===== config.mk =====
export PLATFORM = sky130hd
export DESIGN_NAME = pfs_fuse_trim
export DESIGN_NICKNAME = d
export VERILOG_FILES = /design/src/include/pfs_pkg.sv /design/src/logic/pfs_pulse_classifier.sv /design/src/logic/pfs_fuse_bank.sv /design/src/logic/pfs_fuse_trim.sv
export SDC_FILE = /design/constraint.sdc
export NUM_CORES = 1
export LEC_CHECK = 0
export ABC_AREA = 1
export ABC_CLOCK_PERIOD_IN_PS = 2900
export BUFFER_PORTS_ARGS = -buffer_cell sky130_fd_sc_hd__clkbuf_2
export CORE_MARGIN = 5
export CORE_UTILIZATION = 32
export DETAILED_ROUTE_END_ITERATION = 10
export GPL_TIMING_DRIVEN = 0
export PLACE_DENSITY = 0.54
export RECOVER_POWER = 100
export SLEW_MARGIN = 10
export SYNTH_ARGS = -nofsm -noshare
export SYNTH_HDL_FRONTEND = slang
export SYNTH_SLANG_ARGS = --single-unit
export TNS_END_PERCENT = 1

===== constraint.sdc =====
create_clock -name clk -period 2.9 [get_ports clk]
set_clock_uncertainty 0.15 [all_clocks]
set_input_delay 0.145 -clock clk [delete_from_list [all_inputs] [get_ports clk]]
set_output_delay 0.145 -clock clk [all_outputs]
set_load 0.01 [all_outputs]

===== src/include/pfs_pkg.sv =====
// package: constants, types and helpers of the pulse programmed fuse trim block
package pfs_pkg;

  // timing
  localparam int CLK_PERIOD_NS = 10;
  localparam int MID_DWELL_US = 15;
  localparam int TOP_DWELL_US = 30;
  localparam int BURN_US = 30;
  localparam int CNT_W = 12;
  localparam logic [CNT_W-1:0] MID_DWELL_CYC = CNT_W'(MID_DWELL_US * 1000 / CLK_PERIOD_NS);
  localparam logic [CNT_W-1:0] TOP_DWELL_CYC = CNT_W'(TOP_DWELL_US * 1000 / CLK_PERIOD_NS);
  localparam logic [CNT_W-1:0] BURN_CYC = CNT_W'(BURN_US * 1000 / CLK_PERIOD_NS);
  localparam logic [CNT_W-1:0] CNT_MAX = 12'hfff;

  // fuse field layout
  localparam int FUSE_W = 17;
  localparam int CODE_W = 6;
  localparam int KEY_W = 3;
  localparam int SENS_LSB = 0;
  localparam int SENS_W = 6;
  localparam int ZERO_LSB = 6;
  localparam int ZERO_W = 6;
  localparam int AUX_LSB = 12;
  localparam int AUX_W = 5;
  localparam int GTC_W = 3;
  localparam int POLARITY_BIT = 15;
  localparam int LOCK_BIT = 16;
  localparam logic [CODE_W-1:0] SENS_MAX = 6'h3f;
  localparam logic [CODE_W-1:0] ZERO_MAX = 6'h3f;
  localparam logic [CODE_W-1:0] AUX_MAX = 6'h1f;

  // register keys
  localparam logic [KEY_W-1:0] KEY_SENS = 3'h1;
  localparam logic [KEY_W-1:0] KEY_ZERO = 3'h2;
  localparam logic [KEY_W-1:0] KEY_AUX = 3'h3;
  localparam logic [KEY_W-1:0] KEY_MAX = 3'h7;

  // register map
  localparam int ADDR_W = 4;
  localparam logic [ADDR_W-1:0] REG_CTRL = 4'h0;
  localparam logic [ADDR_W-1:0] REG_STATUS = 4'h4;
  localparam logic [ADDR_W-1:0] REG_TRIM = 4'h8;
  localparam logic [ADDR_W-1:0] REG_FUSE = 4'hc;
  localparam int CTRL_PROG_EN_BIT = 0;
  localparam logic CTRL_PROG_EN_RESET = 1'h1;
  localparam int STATUS_STATE_LSB = 0;
  localparam int STATUS_KEY_LSB = 4;
  localparam int STATUS_CODE_LSB = 8;
  localparam int STATUS_LOCK_BIT = 16;

  typedef enum logic [2:0] {
    ST_INIT = 3'h1,
    ST_SELECT = 3'h2,
    ST_ADDRESS = 3'h4
  } pfs_state_type;

  typedef enum logic [2:0] {
    LV_LOW = 3'h1,
    LV_MID = 3'h2,
    LV_TOP = 3'h4
  } pfs_lvl_type;

  typedef struct packed {
    logic locked;
    logic output_polarity;
    logic [GTC_W-1:0] gain_temp_coefficient;
    logic [ZERO_W-1:0] zero_field_output;
    logic [SENS_W-1:0] sensitivity;
  } pfs_trim_type;

  function automatic logic [CODE_W-1:0] field_max(input logic [KEY_W-1:0] key);
    case (key)
      KEY_SENS: field_max = SENS_MAX;
      KEY_ZERO: field_max = ZERO_MAX;
      KEY_AUX: field_max = AUX_MAX;
      default: field_max = 6'h00;
    endcase
  endfunction : field_max

  // place a code of the keyed field onto the whole fuse vector
  function automatic logic [FUSE_W-1:0] code_mask(input logic [KEY_W-1:0] key,
                                                  input logic [CODE_W-1:0] code);
    logic [FUSE_W-1:0] m;
    m = '0;
    case (key)
      KEY_SENS: m[SENS_LSB +: SENS_W] = code[SENS_W-1:0];
      KEY_ZERO: m[ZERO_LSB +: ZERO_W] = code[ZERO_W-1:0];
      KEY_AUX: m[AUX_LSB +: AUX_W] = code[AUX_W-1:0];
      default: m = '0;
    endcase
    return m;
  endfunction : code_mask

endpackage : pfs_pkg


===== src/logic/pfs_pulse_classifier.sv =====
// module: synchronises the pin comparators and classifies programming pulses
`timescale 1ns/10ps
module pfs_pulse_classifier import pfs_pkg::*; (
  // clock and reset
  input logic clk,
  input logic rst_n,
  // pin comparators, asynchronous
  input logic mid_cmp_raw,
  input logic top_cmp_raw,
  // classified events
  output logic mid_evt,
  output logic high_evt,
  output logic burn_evt
);

  logic mid_s1_q, mid_s2_q, top_s1_q, top_s2_q;
  pfs_lvl_type lvl_q, lvl_d, lvl_in;
  logic [CNT_W-1:0] cnt_q, cnt_d;
  logic mid_ok_q, mid_ok_d, top_ok_q, top_ok_d;
  logic mid_evt_q, mid_evt_d, high_evt_q, high_evt_d, burn_evt_q, burn_evt_d;
  logic ending;

  always_comb begin
    lvl_in = top_s2_q ? LV_TOP : (mid_s2_q ? LV_MID : LV_LOW);
    lvl_d = lvl_in;
    cnt_d = (lvl_in != lvl_q) ? '0 : ((cnt_q == CNT_MAX) ? cnt_q : cnt_q + 12'h001);
    ending = (lvl_in == LV_LOW) && (lvl_q != LV_LOW);
    // excursions shorter than the dwell never qualify
    mid_ok_d = mid_ok_q | (lvl_q == LV_MID && lvl_in == LV_MID
                           && cnt_q >= MID_DWELL_CYC - 12'h001);
    top_ok_d = top_ok_q | (lvl_q == LV_TOP && lvl_in == LV_TOP
                           && cnt_q >= TOP_DWELL_CYC - 12'h001);
    if (lvl_in == LV_LOW) begin
      mid_ok_d = 1'b0;
      top_ok_d = 1'b0;
    end
    // the highest qualified level reached decides the kind
    mid_evt_d = ending && mid_ok_q && !top_ok_q;
    high_evt_d = ending && top_ok_q;
    burn_evt_d = lvl_q == LV_TOP && lvl_in == LV_TOP && cnt_q == BURN_CYC - 12'h001;
  end

  always_ff @(posedge clk) begin
    if (!rst_n) begin
      mid_s1_q <= 1'b0;
      mid_s2_q <= 1'b0;
      top_s1_q <= 1'b0;
      top_s2_q <= 1'b0;
      lvl_q <= LV_LOW;
      cnt_q <= '0;
      mid_ok_q <= 1'b0;
      top_ok_q <= 1'b0;
      mid_evt_q <= 1'b0;
      high_evt_q <= 1'b0;
      burn_evt_q <= 1'b0;
    end else begin
      mid_s1_q <= mid_cmp_raw;
      mid_s2_q <= mid_s1_q;
      top_s1_q <= top_cmp_raw;
      top_s2_q <= top_s1_q;
      lvl_q <= lvl_d;
      cnt_q <= cnt_d;
      mid_ok_q <= mid_ok_d;
      top_ok_q <= top_ok_d;
      mid_evt_q <= mid_evt_d;
      high_evt_q <= high_evt_d;
      burn_evt_q <= burn_evt_d;
    end
  end

  assign mid_evt = mid_evt_q;
  assign high_evt = high_evt_q;
  assign burn_evt = burn_evt_q;
endmodule : pfs_pulse_classifier


===== src/logic/pfs_fuse_bank.sv =====
// module: one-time fuse array, bits only ever go from intact to blown
`timescale 1ns/10ps
module pfs_fuse_bank import pfs_pkg::*; (
  // clock, reset and virgin-part model
  input logic clk,
  input logic rst_n,
  input logic virgin_n,
  // blow request
  input logic blow_en,
  input logic [FUSE_W-1:0] blow_mask,
  // fuse state
  output logic [FUSE_W-1:0] fuse_q
);

  logic [FUSE_W-1:0] fuse_d;

  // supply reset does not touch the fuses, only a virgin part starts clear
  always_comb begin
    fuse_d = fuse_q | (blow_en ? blow_mask : '0);
    if (!virgin_n) begin
      fuse_d = '0;
    end
  end

  always_ff @(posedge clk) begin
    fuse_q <= fuse_d;
  end
endmodule : pfs_fuse_bank


===== src/logic/pfs_fuse_trim.sv =====
// module: pin programmed fuse trim logic with an Avalon-MM status port
// Summary of operation
// - Two pulse kinds: high and mid, distinguished.
// - Try value temporary, cleared by supply cycle.
// - Only one parameter trialled at a time.
// - Blow makes permanent; parameters blown sequentially.
// - Lock fuse rejects all further programming.
// - Key equals mid pulse count; one is first.
// - Code is binary fuse value; one is bit0.
// - Addressed value applied while stepping, burnt later.
// - Blown fuse stays set forever.
// - Initial state ignores mid; high enters selection.
// - High pulse in selection enters addressing; code does so only for keys 1 to 3, other keys go back to init.
// - Mid falling edge increments code, saturating.
// - Keys: 1 sensitivity, 2 zero output, 3 auxiliary.
//
// Design decisions made here: the address map and the Avalon-MM interface to the registers.
`timescale 1ns/10ps
module pfs_fuse_trim import pfs_pkg::*; (
  // clock and supply reset
  input logic clk,
  input logic rst_n,
  // virgin part model, low clears the fuse array
  input logic virgin_n,
  // sensor_output_pin comparators, asynchronous
  input logic mid_cmp_raw,
  input logic top_cmp_raw,
  // applied trim and fuse burn driver
  output pfs_trim_type trim,
  output logic burn_strobe,
  output logic [FUSE_W-1:0] burn_mask,
  // Avalon-MM slave
  input logic [ADDR_W-1:0] avs_address,
  input logic avs_read,
  input logic avs_write,
  input logic [31:0] avs_writedata,
  output logic [31:0] avs_readdata,
  output logic avs_waitrequest
);

  logic mid_evt, high_evt, burn_evt;
  logic [FUSE_W-1:0] fuse_q;
  logic locked;

  pfs_pulse_classifier u_classifier (
    .clk(clk),
    .rst_n(rst_n),
    .mid_cmp_raw(mid_cmp_raw),
    .top_cmp_raw(top_cmp_raw),
    .mid_evt(mid_evt),
    .high_evt(high_evt),
    .burn_evt(burn_evt)
  );

  // programming state
  pfs_state_type state_q, state_d;
  logic [KEY_W-1:0] key_q, key_d;
  logic [CODE_W-1:0] code_q, code_d;
  logic prog_en_q, prog_en_d;
  logic mid_go, high_go, burn_go;
  logic [FUSE_W-1:0] try_mask;

  assign locked = fuse_q[LOCK_BIT];
  // programming is off while software holds it off or once the part is locked
  assign mid_go = mid_evt && prog_en_q && !locked;
  assign high_go = high_evt && prog_en_q && !locked;
  assign burn_go = burn_evt && prog_en_q && !locked && state_q == ST_ADDRESS;

  always_comb begin
    state_d = state_q;
    key_d = key_q;
    code_d = code_q;
    case (state_q)
      ST_INIT: begin
        // mid pulses are dropped here on purpose
        if (high_go) begin
          state_d = ST_SELECT;
          key_d = '0;
        end
      end
      ST_SELECT: begin
        if (mid_go && key_q != KEY_MAX) begin
          key_d = key_q + 3'h1;
        end
        if (high_go) begin
          code_d = '0;
          // an unknown key falls back rather than address nothing
          if (key_q == KEY_SENS || key_q == KEY_ZERO || key_q == KEY_AUX) begin
            state_d = ST_ADDRESS;
          end else begin
            state_d = ST_INIT;
          end
        end
      end
      ST_ADDRESS: begin
        // stays on one key until the supply is cycled, so one trial at a time
        if (mid_go && code_q != field_max(key_q)) begin
          code_d = code_q + 6'h01;
        end
      end
      default: begin
        state_d = ST_INIT;
        key_d = '0;
        code_d = '0;
      end
    endcase
    if (locked) begin
      state_d = ST_INIT;
    end
  end

  // the code is a plain binary value laid onto the keyed field
  assign try_mask = (state_q == ST_ADDRESS) ? code_mask(key_q, code_q) : '0;

  // fuse array, burnt from the addressed code while the top level is held
  pfs_fuse_bank u_fuses (
    .clk(clk),
    .rst_n(rst_n),
    .virgin_n(virgin_n),
    .blow_en(burn_go),
    .blow_mask(try_mask),
    .fuse_q(fuse_q)
  );

  // applied trim: blown bits plus the code being tried
  pfs_trim_type trim_q, trim_d;
  logic burn_strobe_q, burn_strobe_d;
  logic [FUSE_W-1:0] burn_mask_q, burn_mask_d;
  logic [FUSE_W-1:0] eff;

  always_comb begin
    eff = fuse_q | try_mask;
    trim_d.sensitivity = eff[SENS_LSB +: SENS_W];
    trim_d.zero_field_output = eff[ZERO_LSB +: ZERO_W];
    trim_d.gain_temp_coefficient = eff[AUX_LSB +: GTC_W];
    trim_d.output_polarity = eff[POLARITY_BIT];
    // a tried lock bit must not lock; only the blown fuse does
    trim_d.locked = fuse_q[LOCK_BIT];
    burn_strobe_d = burn_go;
    burn_mask_d = burn_go ? try_mask : '0;
  end

  // register port: one wait state, then the answer
  logic ack_q, ack_d;
  logic [31:0] rdata_q, rdata_d;
  logic [31:0] status_word;

  always_comb begin
    status_word = '0;
    status_word[STATUS_STATE_LSB +: 3] = state_q;
    status_word[STATUS_KEY_LSB +: KEY_W] = key_q;
    status_word[STATUS_CODE_LSB +: CODE_W] = code_q;
    status_word[STATUS_LOCK_BIT] = locked;
  end

  always_comb begin
    ack_d = (avs_read || avs_write) && !ack_q;
    rdata_d = rdata_q;
    prog_en_d = prog_en_q;
    if (ack_d && avs_read) begin
      case (avs_address)
        REG_CTRL: rdata_d = {31'h0, prog_en_q};
        REG_STATUS: rdata_d = status_word;
        REG_TRIM: rdata_d = {15'h0, trim_q};
        REG_FUSE: rdata_d = {15'h0, fuse_q};
        default: rdata_d = 32'h0;
      endcase
    end
    if (ack_q && avs_write && avs_address == REG_CTRL) begin
      prog_en_d = avs_writedata[CTRL_PROG_EN_BIT];
    end
  end

  assign avs_waitrequest = (avs_read || avs_write) && !ack_q;
  assign avs_readdata = rdata_q;

  always_ff @(posedge clk) begin
    if (!rst_n) begin
      // supply reset clears every tried value
      state_q <= ST_INIT;
      key_q <= '0;
      code_q <= '0;
      prog_en_q <= CTRL_PROG_EN_RESET;
      trim_q <= '0;
      burn_strobe_q <= 1'b0;
      burn_mask_q <= '0;
      ack_q <= 1'b0;
      rdata_q <= 32'h0;
    end else begin
      state_q <= state_d;
      key_q <= key_d;
      code_q <= code_d;
      prog_en_q <= prog_en_d;
      trim_q <= trim_d;
      burn_strobe_q <= burn_strobe_d;
      burn_mask_q <= burn_mask_d;
      ack_q <= ack_d;
      rdata_q <= rdata_d;
    end
  end

  assign trim = trim_q;
  assign burn_strobe = burn_strobe_q;
  assign burn_mask = burn_mask_q;
endmodule : pfs_fuse_trim


==> flow_summary.ini <==
[run_status]
status = complete, no violations

[cts]
clockRootBuffer = clkbuf_16
h-tree-depth = 3
cts_tree = yes
cts_resized = 0
clkTransAtPathRegs_ns = 0.07
post_cts_buffers = 0
cts_hold_buf = 7
clock_latency_ns = 0.35
cts.sinks = 107
cts_inserted_buffers = 9
cts_buffer_depth = 2

[placement]
dp_hpwl_mm = 8.95
placed_cell_area_um2 = 5130
place.gp.congestion = 0.852
portBuffers = 63
dp_slack_ns = 0.928

[worst_setup_path]
critical_path.max_fanout = 10
r2r-end = burn_mask[8]
r2r_slack_ns = 0.61
crit_path_end_kind = flop
reg2reg_depth = 8
cp-start-kind = flop
cp_data_required_time_ns = 3.00
cp-endpoint = burn_mask[8]
crit_start = state_q[1]
arrival_ns = 2.39
path_class = flop to flop
rr_startpoint = state_q[1]

[yosys]
syn_area_um2 = 4530
syn_inst = 582
synthFlopType = dfxtp_1
synth-edff-count = 0
async_flop_share_pct = 0
synth.area.top_cells = dfxtp_1 (47%), nand2_1 (8.9%), a21oi_1 (6.5%)
synth_top_area_share_pct = 47.3
synth_area_leader_cell = dfxtp_1
yosysWarnings = 0
synth-seq-cells = 107
synth_cell_types = 36
synth-seq-area-share_pct = 47.3
syn_avg_cell_area_um2 = 7.79

[timing]
rsz0062_at_grt = false
final-hold-violation-count = 0
setup-tns-final_ns = 0
clock.fmax_ghz = 0.437
fin_crit_ns = 2.29
setup_viol = 0
period_share_pct = 78.9
tightest_slew_ns = 0.645
maxSlewHeadroom_pct = 56.8
report.final.slew_viol_count = 0
setup_ws_ns = 0.612

[floorplanning]
die_h_um = 129
num_io_pins = 111
die-area_um2 = 16600
core_area_um2 = 13900
start_util_pct = 32.7
die_x_um = 129
num_rows = 43

[global_route]
antenna_found_initial = 0
grt-ovfl-total = 0
grt_usage_pct = 14.4
grt_pass1_vias = 3822
grt_pass1_wl_mm = 18.9
grt_max_degree = 19

[drt]
vias_per_cell = 4.69
wl_per_cell_um = 13.9
vias = 4041
drt_iter0_drc = 305
first_pass_iters = 5
route.detailed.drc = 0
ant_nets = 0
postRouteWirelength_mm = 12.0

[finish]
final_cell_area_um2 = 5380
nets = 727
drive_gt1_share_pct = 9.53
fin_util_pct = 38.8
areaGrowthSynthToFinish_pct = 18.7
n_antenna_cell = 0

[power]
leakagePower_nw = 1.99
peakVddDrop_mv = 0.307
powerDensity_nw_per_um2 = 533

[min_path]
hp-class = primary input to flop

[flow_run]
drv_cap = 0
worst max-delay path, cell delays in order (launching register included):
cell     delay (ns)
dfxtp_1        0.34
inv_1          0.11
nand3_2        0.12
inv_2          0.14
nand4_1        0.47
nor2_1         0.39
inv_2          0.10
buf_4          0.19
nor4_1         0.17
sequential cells by signal, summed over array words and instances, names as in the netlist, 3 cells and up:
name	count
avs_readdata	17
burn_mask	17
code_q	6
key_q	3
state_q	3
trim	17
u_classifier.cnt_q	12
u_classifier.lvl_q	3
u_fuses.fuse_q	17
layout by cell type, fill, tap and decap left out, drive strengths merged:
cell / count
nand2: 109
dfxtp: 107
clkbuf: 87
nor2: 76
inv: 68
a21oi: 59
nand3: 28
o21ai: 22
buf: 20
conb: 15
nor3: 15
nor4: 12
xor2: 8
a211oi: 8
o221ai: 8
ha: 7
dlygate4sd3: 7
clkinv: 7
nand4: 5
o211ai: 4
or2: 3
a31oi: 2
nor3b: 1
o21bai: 1
o22ai: 1
a21o: 1
bufinv: 1
kinds of logic (layout without fill, tap and decap cells):
logic type                 count (synthesis)  count (layout)  synth area share (%)
adders and majority gates                  7               7                  1.93
buffers and inverters                    104             190                  10.2
AOI/OAI and AO/OA                        106             106                  13.2
DFF                                      107             107                  47.3
and+or+nand+nor                          249             249                  25.8
xor gates and xnor gates                   8               8                  1.55
other                                      1              15                0.0827
metrics by stage:
step                total power [mW]  hold WS, ns  cells
floorplan                       1.59       0.0926    596
global placement                1.63        0.186    839
detailed placement              1.63        0.185    839
CTS                             2.91       0.0242    862
global route                    2.99       0.0537    862
finish                          2.87       0.0183    862
how the worst min path moves through the flow:
stage                     slack [ns]        start               endpoint  depth (start not counted)
final                           0.02    avs_write              prog_en_q                          4
after floorplan                 0.09  mid_cmp_raw  u_classifier.mid_s1_q                          2
after CTS                       0.02    avs_write              prog_en_q                          4
after detailed placement        0.19  mid_cmp_raw  u_classifier.mid_s1_q                          3
after global routing            0.05    avs_write              prog_en_q                          4
after global placement          0.19  top_cmp_raw  u_classifier.top_s1_q                          3
cells in the mapped netlist (8+ instances only):
master,count
nand2_1,107
a211oi_1,8
inv_2,9
buf_4,17
nor2_1,72
nand3_1,25
a21oi_1,59
dfxtp_1,107
inv_1,58
o21ai_0,22
nor3_1,11
xor2_1,8
o221ai_1,8
metal layers:
metal / vias up / track usage [%] / share of wire, %
li1: 2064 / - / -
met1: 1853 / 18.6 / 45
met2: 106 / 23.4 / 46
met3: 18 / 3.87 / 7.0
met4: 0 / 4.94 / 1.7
met5: - / 0 / 0
power breakdown:
part / internal [mW] / leakage [nW] / total (mW) / switching [mW]
clock: 0.702 / 0.155 / 1.26 / 0.561
combinational: 0.0413 / 0.970 / 0.119 / 0.0778
sequential: 1.48 / 0.863 / 1.48 / 0.00652
total: 2.22 / 1.99 / 2.87 / 0.645
final cells by class:
cell class                      count  area (um2)
Fill cell                        1492        8500
Sequential cell                   107        2140
Multi-Input combinational cell    385        1920
Timing Repair Buffer               70         319
Inverter                           70         263
Clock buffer                       10         239
Tap cell                          180         225
Buffer                             34         195
Clock inverter                      6        72.6
No activity file was read; power rests on OpenSTA's default activity.
